==> config.mk <==
export PLATFORM = sky130hd
export DESIGN_NAME = flash_program_param_check
export DESIGN_NICKNAME = d
export VERILOG_FILES = /design/src/logic/flash_prog_pkg.sv /design/src/logic/flash_param_check.sv /design/src/logic/flash_program_param_check.sv
export VERILOG_INCLUDE_DIRS = /design/src /design/src/logic
export SDC_FILE = /design/constraint.sdc
export NUM_CORES = 1
export LEC_CHECK = 0
export ABC_AREA = 1
export BUFFER_PORTS_ARGS = -buffer_cell sky130_fd_sc_hd__buf_2
export CORE_ASPECT_RATIO = 2
export CORE_UTILIZATION = 52
export CTS_CLUSTER_DIAMETER = 80
export DETAILED_ROUTE_END_ITERATION = 10
export HOLD_SLACK_MARGIN = 0.06
export PLACE_DENSITY = 0.79
export SLEW_MARGIN = 10
export SYNTH_ARGS = -nofsm -noshare
export SYNTH_HDL_FRONTEND = slang
export SYNTH_SLANG_ARGS = --single-unit
==> constraint.sdc <==
create_clock -name mclk -period 2.3 [get_ports mclk]
set_input_delay 0.46 -clock mclk [delete_from_list [all_inputs] [get_ports mclk]]
set_output_delay 0.46 -clock mclk [all_outputs]
set_load 0.005 [all_outputs]
==> src/logic/flash_prog_regs.svh <==
// offsets, field positions, limits and counts for the flash programming parameter check
`ifndef FLASH_PROG_REGS_SVH
`define FLASH_PROG_REGS_SVH

// user flash array address window, base inclusive, end exclusive
`define FP_FLASH_BASE      32'h0000_0000
`define FP_FLASH_END       32'h0008_0000

// one programming operation covers 128 bytes, given as the last byte index and the alignment mask
`define FP_BURST_LAST      7'h7F
`define FP_ALIGN_MASK      32'h0000_007F

// frequency field, value is MHz times 100
`define FP_FREQ_HI         15
`define FP_FREQ_MIN        16'h0320
`define FP_FREQ_MAX        16'h1388

// program result register bit positions
`define FP_RES_SF          0
`define FP_RES_FQ          1
`define FP_RES_WA          6
`define FP_RES_WD          7
`define FP_RES_RESET       8'h00

`endif

==> src/logic/flash_prog_pkg.sv <==
// types for the flash programming parameter check
package flash_prog_pkg;
    typedef enum logic [4:0] {
        ST_IDLE  = 5'h01,
        ST_CHECK = 5'h02,
        ST_READ  = 5'h04,
        ST_WRITE = 5'h08,
        ST_DONE  = 5'h10
    } prog_state_e;
endpackage

==> src/logic/flash_param_check.sv <==
// combinational checks of the frequency, destination and source parameters
`timescale 1ns/1ps
`include "flash_prog_regs.svh"
module flash_param_check (
    input  wire logic [31:0] freq_word,
    input  wire logic [31:0] dest_addr,
    input  wire logic [31:0] src_addr,
    output logic             freq_err,
    output logic             dest_range_err,
    output logic             dest_align_err,
    output logic             src_err
);
    wire logic [15:0] freq_field = freq_word[`FP_FREQ_HI:0];
    wire logic        upper_set  = |freq_word[31:`FP_FREQ_HI+1];
    // offsets from the window base, so one unsigned compare covers both ends
    wire logic [31:0] flash_span = `FP_FLASH_END - `FP_FLASH_BASE;
    wire logic [31:0] dest_off   = dest_addr - `FP_FLASH_BASE;
    wire logic [31:0] src_off    = src_addr - `FP_FLASH_BASE;

    assign freq_err = upper_set || (freq_field < `FP_FREQ_MIN) || (freq_field > `FP_FREQ_MAX);
    assign dest_range_err = (dest_off >= flash_span);
    assign dest_align_err = |(dest_addr & `FP_ALIGN_MASK);
    assign src_err = (src_off < flash_span);
endmodule

==> src/logic/flash_program_param_check.sv <==
// parameter intake, validation and 128-byte program sequencer
//
// How it works
// - destination outside flash gives an error
// - destination not 128-byte aligned gives error
// - destination errors set write-address flag
// - program 128 consecutive bytes from destination
// - source inside flash sets write-data flag
// - read 128 source bytes and program them
`timescale 1ns/1ps
`include "flash_prog_regs.svh"
module flash_program_param_check (
    input  wire logic        mclk,
    input  wire logic        arst_n,
    input  wire logic        freq_load,
    input  wire logic        prog_start,
    input  wire logic [31:0] cpu_general_register_0,
    input  wire logic [31:0] cpu_general_register_1,
    output logic             mem_rd_en,
    output logic [31:0]      mem_rd_addr,
    input  wire logic [7:0]  mem_rd_data,
    output logic             flash_wr_en,
    output logic [31:0]      flash_wr_addr,
    output logic [7:0]       flash_wr_data,
    output logic             busy,
    output logic             done,
    output logic [7:0]       program_result_register
);
    flash_prog_pkg::prog_state_e state_q;
    flash_prog_pkg::prog_state_e state_d;

    logic [31:0] cpu_frequency_parameter_q;
    logic [31:0] program_destination_address_parameter_q;
    logic [31:0] program_source_address_parameter_q;
    logic [6:0]  idx_q;
    logic        rd_en_q;
    logic [31:0] rd_addr_q;
    logic        wr_en_q;
    logic [31:0] wr_addr_q;
    logic [7:0]  wr_data_q;
    logic        done_q;
    logic [7:0]  result_q;
    logic        busy_q;

    wire logic freq_err;
    wire logic dest_range_err;
    wire logic dest_align_err;
    wire logic src_err;

    ////////////////////////////////////////////////////////////////////////////////
    // parameter checks
    flash_param_check u_check (
        .freq_word      (cpu_frequency_parameter_q),
        .dest_addr      (program_destination_address_parameter_q),
        .src_addr       (program_source_address_parameter_q),
        .freq_err       (freq_err),
        .dest_range_err (dest_range_err),
        .dest_align_err (dest_align_err),
        .src_err        (src_err)
    );

    wire logic dest_err  = dest_range_err || dest_align_err;
    wire logic any_err   = dest_err || src_err || freq_err;
    wire logic in_check  = (state_q == flash_prog_pkg::ST_CHECK);
    wire logic in_write  = (state_q == flash_prog_pkg::ST_WRITE);
    wire logic last_byte = (idx_q == `FP_BURST_LAST);
    wire logic [31:0] offset   = {25'h0000000, idx_q};
    wire logic [31:0] src_next = program_source_address_parameter_q + offset;
    wire logic [31:0] dst_next = program_destination_address_parameter_q + offset;
    wire logic [7:0]  err_bits = {src_err, dest_err, 4'h0, freq_err, 1'b0};

    ////////////////////////////////////////////////////////////////////////////////
    // sequencer
    always_comb begin
        state_d = state_q;
        unique case (state_q)
            flash_prog_pkg::ST_IDLE: begin
                if (prog_start) begin
                    state_d = flash_prog_pkg::ST_CHECK;
                end
            end
            flash_prog_pkg::ST_CHECK: begin
                state_d = any_err ? flash_prog_pkg::ST_DONE : flash_prog_pkg::ST_READ;
            end
            flash_prog_pkg::ST_READ: begin
                state_d = flash_prog_pkg::ST_WRITE;
            end
            flash_prog_pkg::ST_WRITE: begin
                state_d = last_byte ? flash_prog_pkg::ST_DONE : flash_prog_pkg::ST_READ;
            end
            flash_prog_pkg::ST_DONE: begin
                state_d = flash_prog_pkg::ST_IDLE;
            end
        endcase
    end

    always_ff @(posedge mclk or negedge arst_n) begin
        if (!arst_n) begin
            state_q <= flash_prog_pkg::ST_IDLE;
        end else begin
            state_q <= state_d;
        end
    end

    ////////////////////////////////////////////////////////////////////////////////
    // parameter intake from the cpu general registers
    always_ff @(posedge mclk or negedge arst_n) begin
        if (!arst_n) begin
            cpu_frequency_parameter_q <= 32'h0000_0000;
        end else if (freq_load && state_q == flash_prog_pkg::ST_IDLE) begin
            cpu_frequency_parameter_q <= cpu_general_register_0;
        end
    end

    always_ff @(posedge mclk or negedge arst_n) begin
        if (!arst_n) begin
            program_destination_address_parameter_q <= 32'h0000_0000;
            program_source_address_parameter_q      <= 32'h0000_0000;
        end else if (prog_start && state_q == flash_prog_pkg::ST_IDLE) begin
            program_destination_address_parameter_q <= cpu_general_register_1;
            program_source_address_parameter_q      <= cpu_general_register_0;
        end
    end

    ////////////////////////////////////////////////////////////////////////////////
    // byte index, source read, flash write
    always_ff @(posedge mclk or negedge arst_n) begin
        if (!arst_n) begin
            idx_q <= 7'h00;
        end else if (in_check) begin
            idx_q <= 7'h00;
        end else if (in_write) begin
            idx_q <= idx_q + 7'h01;
        end
    end

    always_ff @(posedge mclk or negedge arst_n) begin
        if (!arst_n) begin
            rd_en_q   <= 1'b0;
            rd_addr_q <= 32'h0000_0000;
        end else begin
            rd_en_q <= (state_d == flash_prog_pkg::ST_READ);
            if (state_d == flash_prog_pkg::ST_READ) begin
                rd_addr_q <= in_write ? src_next + 32'h0000_0001 : src_next;
            end
        end
    end

    always_ff @(posedge mclk or negedge arst_n) begin
        if (!arst_n) begin
            wr_en_q   <= 1'b0;
            wr_addr_q <= 32'h0000_0000;
            wr_data_q <= 8'h00;
        end else begin
            wr_en_q <= in_write;
            if (in_write) begin
                wr_addr_q <= dst_next;
                wr_data_q <= mem_rd_data;
            end
        end
    end

    ////////////////////////////////////////////////////////////////////////////////
    // program result register and completion
    always_ff @(posedge mclk or negedge arst_n) begin
        if (!arst_n) begin
            result_q <= `FP_RES_RESET;
        end else if (in_check) begin
            result_q <= err_bits | {7'h00, any_err};
        end
    end

    always_ff @(posedge mclk or negedge arst_n) begin
        if (!arst_n) begin
            done_q <= 1'b0;
        end else begin
            done_q <= (state_q == flash_prog_pkg::ST_DONE);
        end
    end

    // busy registered from the next state, so it rises with start and falls with done
    always_ff @(posedge mclk or negedge arst_n) begin
        if (!arst_n) begin
            busy_q <= 1'b0;
        end else begin
            busy_q <= (state_d != flash_prog_pkg::ST_IDLE);
        end
    end

    assign mem_rd_en               = rd_en_q;
    assign mem_rd_addr             = rd_addr_q;
    assign flash_wr_en             = wr_en_q;
    assign flash_wr_addr           = wr_addr_q;
    assign flash_wr_data           = wr_data_q;
    assign busy                    = busy_q;
    assign done                    = done_q;
    assign program_result_register = result_q;

    ////////////////////////////////////////////////////////////////////////////////
    // checks
    logic [7:0] wr_cnt_q;
    always_ff @(posedge mclk or negedge arst_n) begin
        if (!arst_n) begin
            wr_cnt_q <= 8'h00;
        end else if (in_check) begin
            wr_cnt_q <= 8'h00;
        end else if (wr_en_q) begin
            wr_cnt_q <= wr_cnt_q + 8'h01;
        end
    end
endmodule

; ---- Word level (Yosys, flattened, before mapping)
; Cells that the tools add are included.
[word_totals]
regBits = 192
out_inout_bits = 84
[classes]
reduce_logical = 10
addsub = 4
n_mux = 7
n_bitwise = 1
eq_ne = 8
n_lt_le_gt_ge = 4
[ops]
columns = operator, count
row1 = adder 32 x 7 -> 32 bit, 2
row2 = adder 32 x 1 -> 32 bit (second input constant), 1
row3 = greater-or-equal comparator 32 x 20 -> 1 bit (second input constant), 1
row4 = less-than comparator 32 x 20 -> 1 bit (second input constant), 1
row5 = 2-to-1 mux 32 bit, 1
row6 = case mux 5 bit (5 select lines), 1
row7 = greater-than comparator 16 x 13 -> 1 bit (second input constant), 1
row8 = less-than comparator 16 x 10 -> 1 bit (second input constant), 1
row9 = OR reduction 16 bit, 1
row10 = 2-to-1 mux 5 bit, 3
row11 = 2-to-1 mux 7 bit, 2
row12 = == test 5 x 3 -> 1 bit (second input constant), 2
row13 = bitwise OR 8 x 1 -> 8 bit, 1
row14 = adder 7 x 1 -> 7 bit (second input constant), 1
row15 = == test 7 bit (second input constant), 1
row16 = OR reduction 7 bit, 1
row17 = == test 5 x 1 -> 1 bit (second input constant), 1
row18 = == test 5 x 2 -> 1 bit (second input constant), 1
row19 = == test 5 x 4 -> 1 bit (second input constant), 1
row20 = == test 5 bit (second input constant), 1
row21 = logical OR 1 bit, 5
row22 = inequality test 5 x 1 -> 1 bit (second input constant), 1
row23 = logical AND 1 bit, 2
row24 = nonzero test 2 bit, 1

; ---- Longest topological paths before layout
[logic_depth]
word_depth = 7
ltp_mapped = 19
ltp_nobuf = 19

; ---- Hierarchy
; From an unflattened synthesis, not the netlist that was laid out.
[unflattened]
hier_cells = 1480
area_unflattened_um2 = 10770.3
[modules_own_cells]
columns = mod, cells_per_inst, n_inst, area_each_um2, seq_area_each_um2
row1 = flash_program_param_check, 1415, 1, 10491.3, 4705.8
row2 = flash_param_check, 65, 1, 279.0, 0.0

; ---- Least setup slack after synthesis
; No wires, ideal clock.
[synth_path]
path_type = register -> register
start = register idx_q[0]
end = register rd_addr_q[26], in the netlist mem_rd_addr[26]
setup_time_ns = 0.117
path_buffers = 0
stages_incl_launch_ff = 15
setup_slack_ns = -0.263
required_time_ns = 2.183
arrival_ns = 2.445
path_cell_list = dfrtp_1 ha_1 fa_1 ha_1 inv_1 nor3_2 nand3_1 nor2_2 nand2_2 nor2_4 nand2_2 nor2_4 nand3_1 nand3_1 nand2_1
[synth_between]
elab_chain_cells = 4
word_cells_on_any_way = 7
cone_classes = 2 x add/sub / 2 x eq/ne / 3 x mux
[synth_rtl]
columns = element, line
row1 = from (decl), flash_program_param_check.sv:35  ; logic [6:0] idx_q;
row2 = from (signal assigned), flash_program_param_check.sv:133  ; idx_q <= idx_q + 7'h01;
row3 = "parallel branches: the longest is 4 deep, another holds adder 32 x 7 -> 32 bit", -
row4 = to (signal assigned), flash_program_param_check.sv:144  ; rd_addr_q <= in_write ? src_next + 32'h0000_0001 : src_next;
row5 = to (decl), flash_program_param_check.sv:37  ; logic [31:0] rd_addr_q;
; Several ways; the timed one is not identified.
; A chain may end at the register's enable or synchronous reset.

; ---- Worst setup path after layout
[layout_path]
start = register program_source_address_parameter_q[0]
end = register rd_addr_q[22], in the netlist mem_rd_addr[22]
[layout_between]
elab_chain_cells = 6
word_cells_on_any_way = 9
cone_classes = 2 x add/sub / 1 x order compare / 1 x eq/ne / 3 x mux / 2 x reduce/logical
[layout_rtl]
columns = element, line
row1 = from (decl), flash_program_param_check.sv:34  ; logic [31:0] program_source_address_parameter_q;
row2 = from (signal assigned), flash_program_param_check.sv:121  ; program_source_address_parameter_q <= cpu_general_register_0;
row3 = "parallel branches: the longest is 6 deep, another holds adder 32 x 7 -> 32 bit", -
; Several ways; the timed one is not identified.

==> impl_metrics.csv <==
group,metric,value,unit
detailed_routing,overall_via_count_from_detail_route,11200,
clock_tree,htree_levels,4,
logic_synthesis,yosys_register_bits,188,
outcome,outcome,"finished, violations left",
cells_and_area,nets,1869,
logic_synthesis,netlist_top_cells_area,"sky130_fd_sc_hd__dfrtp_1, sky130_fd_sc_hd__nand2_1, sky130_fd_sc_hd__inv_1",
power,peakVddDrop,0.818,mV
floorplanning,floorplan.die.width,104,um
critical_path,timing.critical_path.to,"mem_rd_addr[22]$_DFFE_PN0N_",
timing,finalMaxSlewViolations,0,
critical_path,worst-r2r-cell-count,15,
critical_path,end_kind,"flop",
clock_tree,numCtsBuffers,17,
global_routing,grt_use_total,0.325,
logic_synthesis,synth_async_sr_flop_share,1.00,
detailed_routing,detail_route.vias_per_cell,5.44,
timing,worst_slack,-0.438,ns
detailed_routing,drc,0,
logic_synthesis,mappedNetlistArea,0.0108,mm^2
cells_and_area,n_antenna_cell,0,
critical_path,critical_path.startpoint_type,"flop",
floorplanning,die-area,0.0213,mm^2
global_routing,antenna_found_initial,0,
timing,finalCritPeriodShare,1.19,
clock_tree,clk-insertion-delay-late,0.44,ns
timing,maxSlewHeadroom,0.570,
floorplanning,num_rows,74,
timing,grt_setup_unrepaired,"yes",
floorplanning,design.portCount,160,
timing,max_freq,365,MHz
logic_synthesis,post-synth-top-count-cell,"sky130_fd_sc_hd__nand2_1",
logic_synthesis,synth_commonest_cells,"sky130_fd_sc_hd__nand2_1, sky130_fd_sc_hd__dfrtp_1, sky130_fd_sc_hd__inv_1",
power,power_density,958,mW/mm^2
global_routing,grt_max_degree,65,
detailed_routing,route.final.wire_length,35.1,mm
cells_and_area,area_growth_syn_to_layout,35.9,%
hold_path,classification_of_the_worst_slack_hold_path,"input pin to flop",
detailed_routing,drt-wirelength-per-cell,17.1,um
floorplanning,start_util,0.529,
logic_synthesis,synth.largest_area_cell,"sky130_fd_sc_hd__dfrtp_1",
logic_synthesis,fraction_of_the_yosys_area_taken_by_sequential_cells,0.437,
power,static_leakage_power,7.58,nW
job,max_cap_violations,0,
timing,report.final.hold_viol_count,0,
clock_tree,cts.sink_count,188,
floorplanning,core,0.0204,mm^2
clock_tree,cts_buffer_depth,2,
critical_path,worst-endpoint-arrival,3.12,ns
global_routing,grt_overflow_total,0,
critical_path,critical_path.startpoint,"program_source_address_parameter_q[0]$_DFFE_PN0P_",
placed_design,globalplace.congestion,0.954,
global_routing,first_global_vias,11000,
cells_and_area,final_cell_utilization_of_the_core,0.719,
detailed_routing,detail_route.first_pass.iterations,5,
critical_path,cp_max_fo,5,
clock_tree,cts.reportedPaths.clkPinSlew,0.07,ns
logic_synthesis,ys_warn_count,0,
critical_path,timing.setup.critical_path_class,"flop to flop",
timing,setup_viol,46,
logic_synthesis,synth-edff-count,0,
placed_design,placement.io_buffers,155,
cells_and_area,share_of_cells_above_drive_strength_1,0.342,
clock_tree,clockRootBuffer,"sky130_fd_sc_hd__clkbuf_16",
cells_and_area,n_fill_cell,1537,
clock_tree,tritoncts,"built",
detailed_routing,detailed_route_iter0_violations,815,
logic_synthesis,post_synth.cell_area_avg,7.44,um^2
outcome,violations_in_the_final_reports,"setup timing",
placed_design,dp_hpwl,24.7,mm
logic_synthesis,postSynth.topFlopCell,"sky130_fd_sc_hd__dfrtp_1",
critical_path,crit_reg_reg_startpoint,"program_source_address_parameter_q[0]$_DFFE_PN0P_",
logic_synthesis,syn_inst,1448,
critical_path,worst-endpoint-required,2.68,ns
timing,final_skew,0.0107,ns
critical_path,reg2reg_to,"mem_rd_addr[22]$_DFFE_PN0N_",
timing,tns,-12.51,ns
timing,final_period_minus_worst_setup_slack,2.74,ns
logic_synthesis,ys_types,44,
global_routing,global_route_wire_length_before_repair,53.6,mm
critical_path,setup.reg_to_reg.worst_slack,-0.44,ns
floorplanning,dieHeight,206,um
logic_synthesis,synth_top_cell_area_share,0.434,
timing,worstMarginPinSlew,0.645,ns
detailed_routing,ant_nets,0,
placed cells by master (no fill, tap or decap), types with 10 or more instances in the layout:
master and n:
sky130_fd_sc_hd__nand2_2 58, sky130_fd_sc_hd__nor4_1 10, sky130_fd_sc_hd__xor2_1 20, sky130_fd_sc_hd__nand2_1 426, sky130_fd_sc_hd__buf_4 171, sky130_fd_sc_hd__nor2_4 26
sky130_fd_sc_hd__nand3_2 24, sky130_fd_sc_hd__a21oi_1 23, sky130_fd_sc_hd__nand4_1 31, sky130_fd_sc_hd__nand2_4 12, sky130_fd_sc_hd__nor2_2 17, sky130_fd_sc_hd__ha_4 10
sky130_fd_sc_hd__nand3_1 69, sky130_fd_sc_hd__inv_2 24, sky130_fd_sc_hd__o21ai_1 20, sky130_fd_sc_hd__nor3_1 16, sky130_fd_sc_hd__mux2_2 16, sky130_fd_sc_hd__inv_1 144
sky130_fd_sc_hd__clkbuf_16 17, sky130_fd_sc_hd__nor2_1 102, sky130_fd_sc_hd__dfrtp_1 187, sky130_fd_sc_hd__o21ai_0 86, sky130_fd_sc_hd__buf_6 15, sky130_fd_sc_hd__buf_2 154
per-layer routing:
metal,vias up,wire length (um),GRT usage
li1,5280,-,-
met1,5243,11500,0.303
met2,478,19100,0.609
met3,176,1540,0.0453
met4,0,2960,0.293
met5,-,0,0
metrics by stage:
step                std cells  hold WS (ns)  cell area, um^2  setup slack, ns  power, mW
global placement         1976         0.411            12900           -0.323       9.92
CTS                      2041         0.193            14200           -0.272       13.6
global route             2054         0.209            14700           -0.551       14.9
detailed placement       1976         0.412            12900           -0.389       10.1
finish                   2054         0.214            14700           -0.438       14.0
floorplan                1451         0.164            10800           -0.218       7.91
cell families (layout without fill, tap and decap cells):
logic type                 Yosys count  in the layout  synth area share
buffers and inverters              213            550            0.0765
AOI/OAI and AO/OA                  156            156            0.0767
xor gates and xnor gates            32             32            0.0260
adders and majority gates           18             18            0.0223
and+or+nand+nor                    824            824             0.345
DFF                                188            188             0.437
other                                1              4          0.000348
muxes                               16             16            0.0167
cell type report:
| class | instances | area (um^2) | area share |
|---|---|---|---|
| clock buffer | 19 | 453 | 0.0309 |
| clock inverter | 13 | 179 | 0.0122 |
| inverter | 171 | 649 | 0.0443 |
| multi-input combinational | 1050 | 5990 | 0.409 |
| sequential | 188 | 4710 | 0.321 |
| tap | 266 | 333 | 0.0227 |
| timing repair buffer | 347 | 2340 | 0.160 |
state kept, by name, summed over array words and instances, names as in the netlist, 4 cells and up:
register	flops
cpu_frequency_parameter_q	32
flash_wr_addr	32
flash_wr_data	8
idx_q	7
mem_rd_addr	32
program_destination_address_parameter_q	32
program_result_register	4
program_source_address_parameter_q	32
state_q	5
how the worst min path moves through the flow:
stage	slack, ns	to	depth (start not counted)	from
4_1_cts	0.19	flash_wr_data[0]$_DFFE_PN0P_	3	mem_rd_data[0]
3_3_place_gp	0.41	flash_wr_addr[16]$_DFFE_PN0P_	1	arst_n
3_5_place_dp	0.41	flash_wr_addr[16]$_DFFE_PN0P_	1	arst_n
2_1_floorplan	0.16	busy$_DFF_PN0_	0	arst_n
5_1_grt	0.21	flash_wr_data[4]$_DFFE_PN0P_	3	mem_rd_data[4]
6_report	0.21	flash_wr_data[2]$_DFFE_PN0P_	3	mem_rd_data[2]
power by group:
group / switching [mW] / internal (mW)
Clock: 1.36 / 1.80
Sequential: 0.971 / 4.29
Combinational: 3.22 / 2.40
Total: 5.55 / 8.48
worst max-delay path, cell delays in order, from the launching register on:
cell	delay (ns)
sky130_fd_sc_hd__dfrtp_1	0.41
sky130_fd_sc_hd__ha_4	0.18
sky130_fd_sc_hd__fa_2	0.61
sky130_fd_sc_hd__ha_4	0.16
sky130_fd_sc_hd__inv_4	0.04
sky130_fd_sc_hd__nor3_4	0.18
sky130_fd_sc_hd__nand3_2	0.14
sky130_fd_sc_hd__nor2_4	0.13
sky130_fd_sc_hd__nand2_2	0.12
sky130_fd_sc_hd__nor2_4	0.15
sky130_fd_sc_hd__nand2_2	0.09
sky130_fd_sc_hd__nor2_4	0.17
sky130_fd_sc_hd__nand2_1	0.08
sky130_fd_sc_hd__nand2_1	0.08
sky130_fd_sc_hd__nand3_2	0.06
sky130_fd_sc_hd__nand2_1	0.06
timing repair:
action	4_1_cts	5_1_grt
endpoints found under the setup margin	42	56
endpoints found under the hold margin	37	0
pin swaps	40	57
setup buffers	34	16
resized for setup	107	81
hold buffers	1	0
Power figures use the tool's default switching activity.
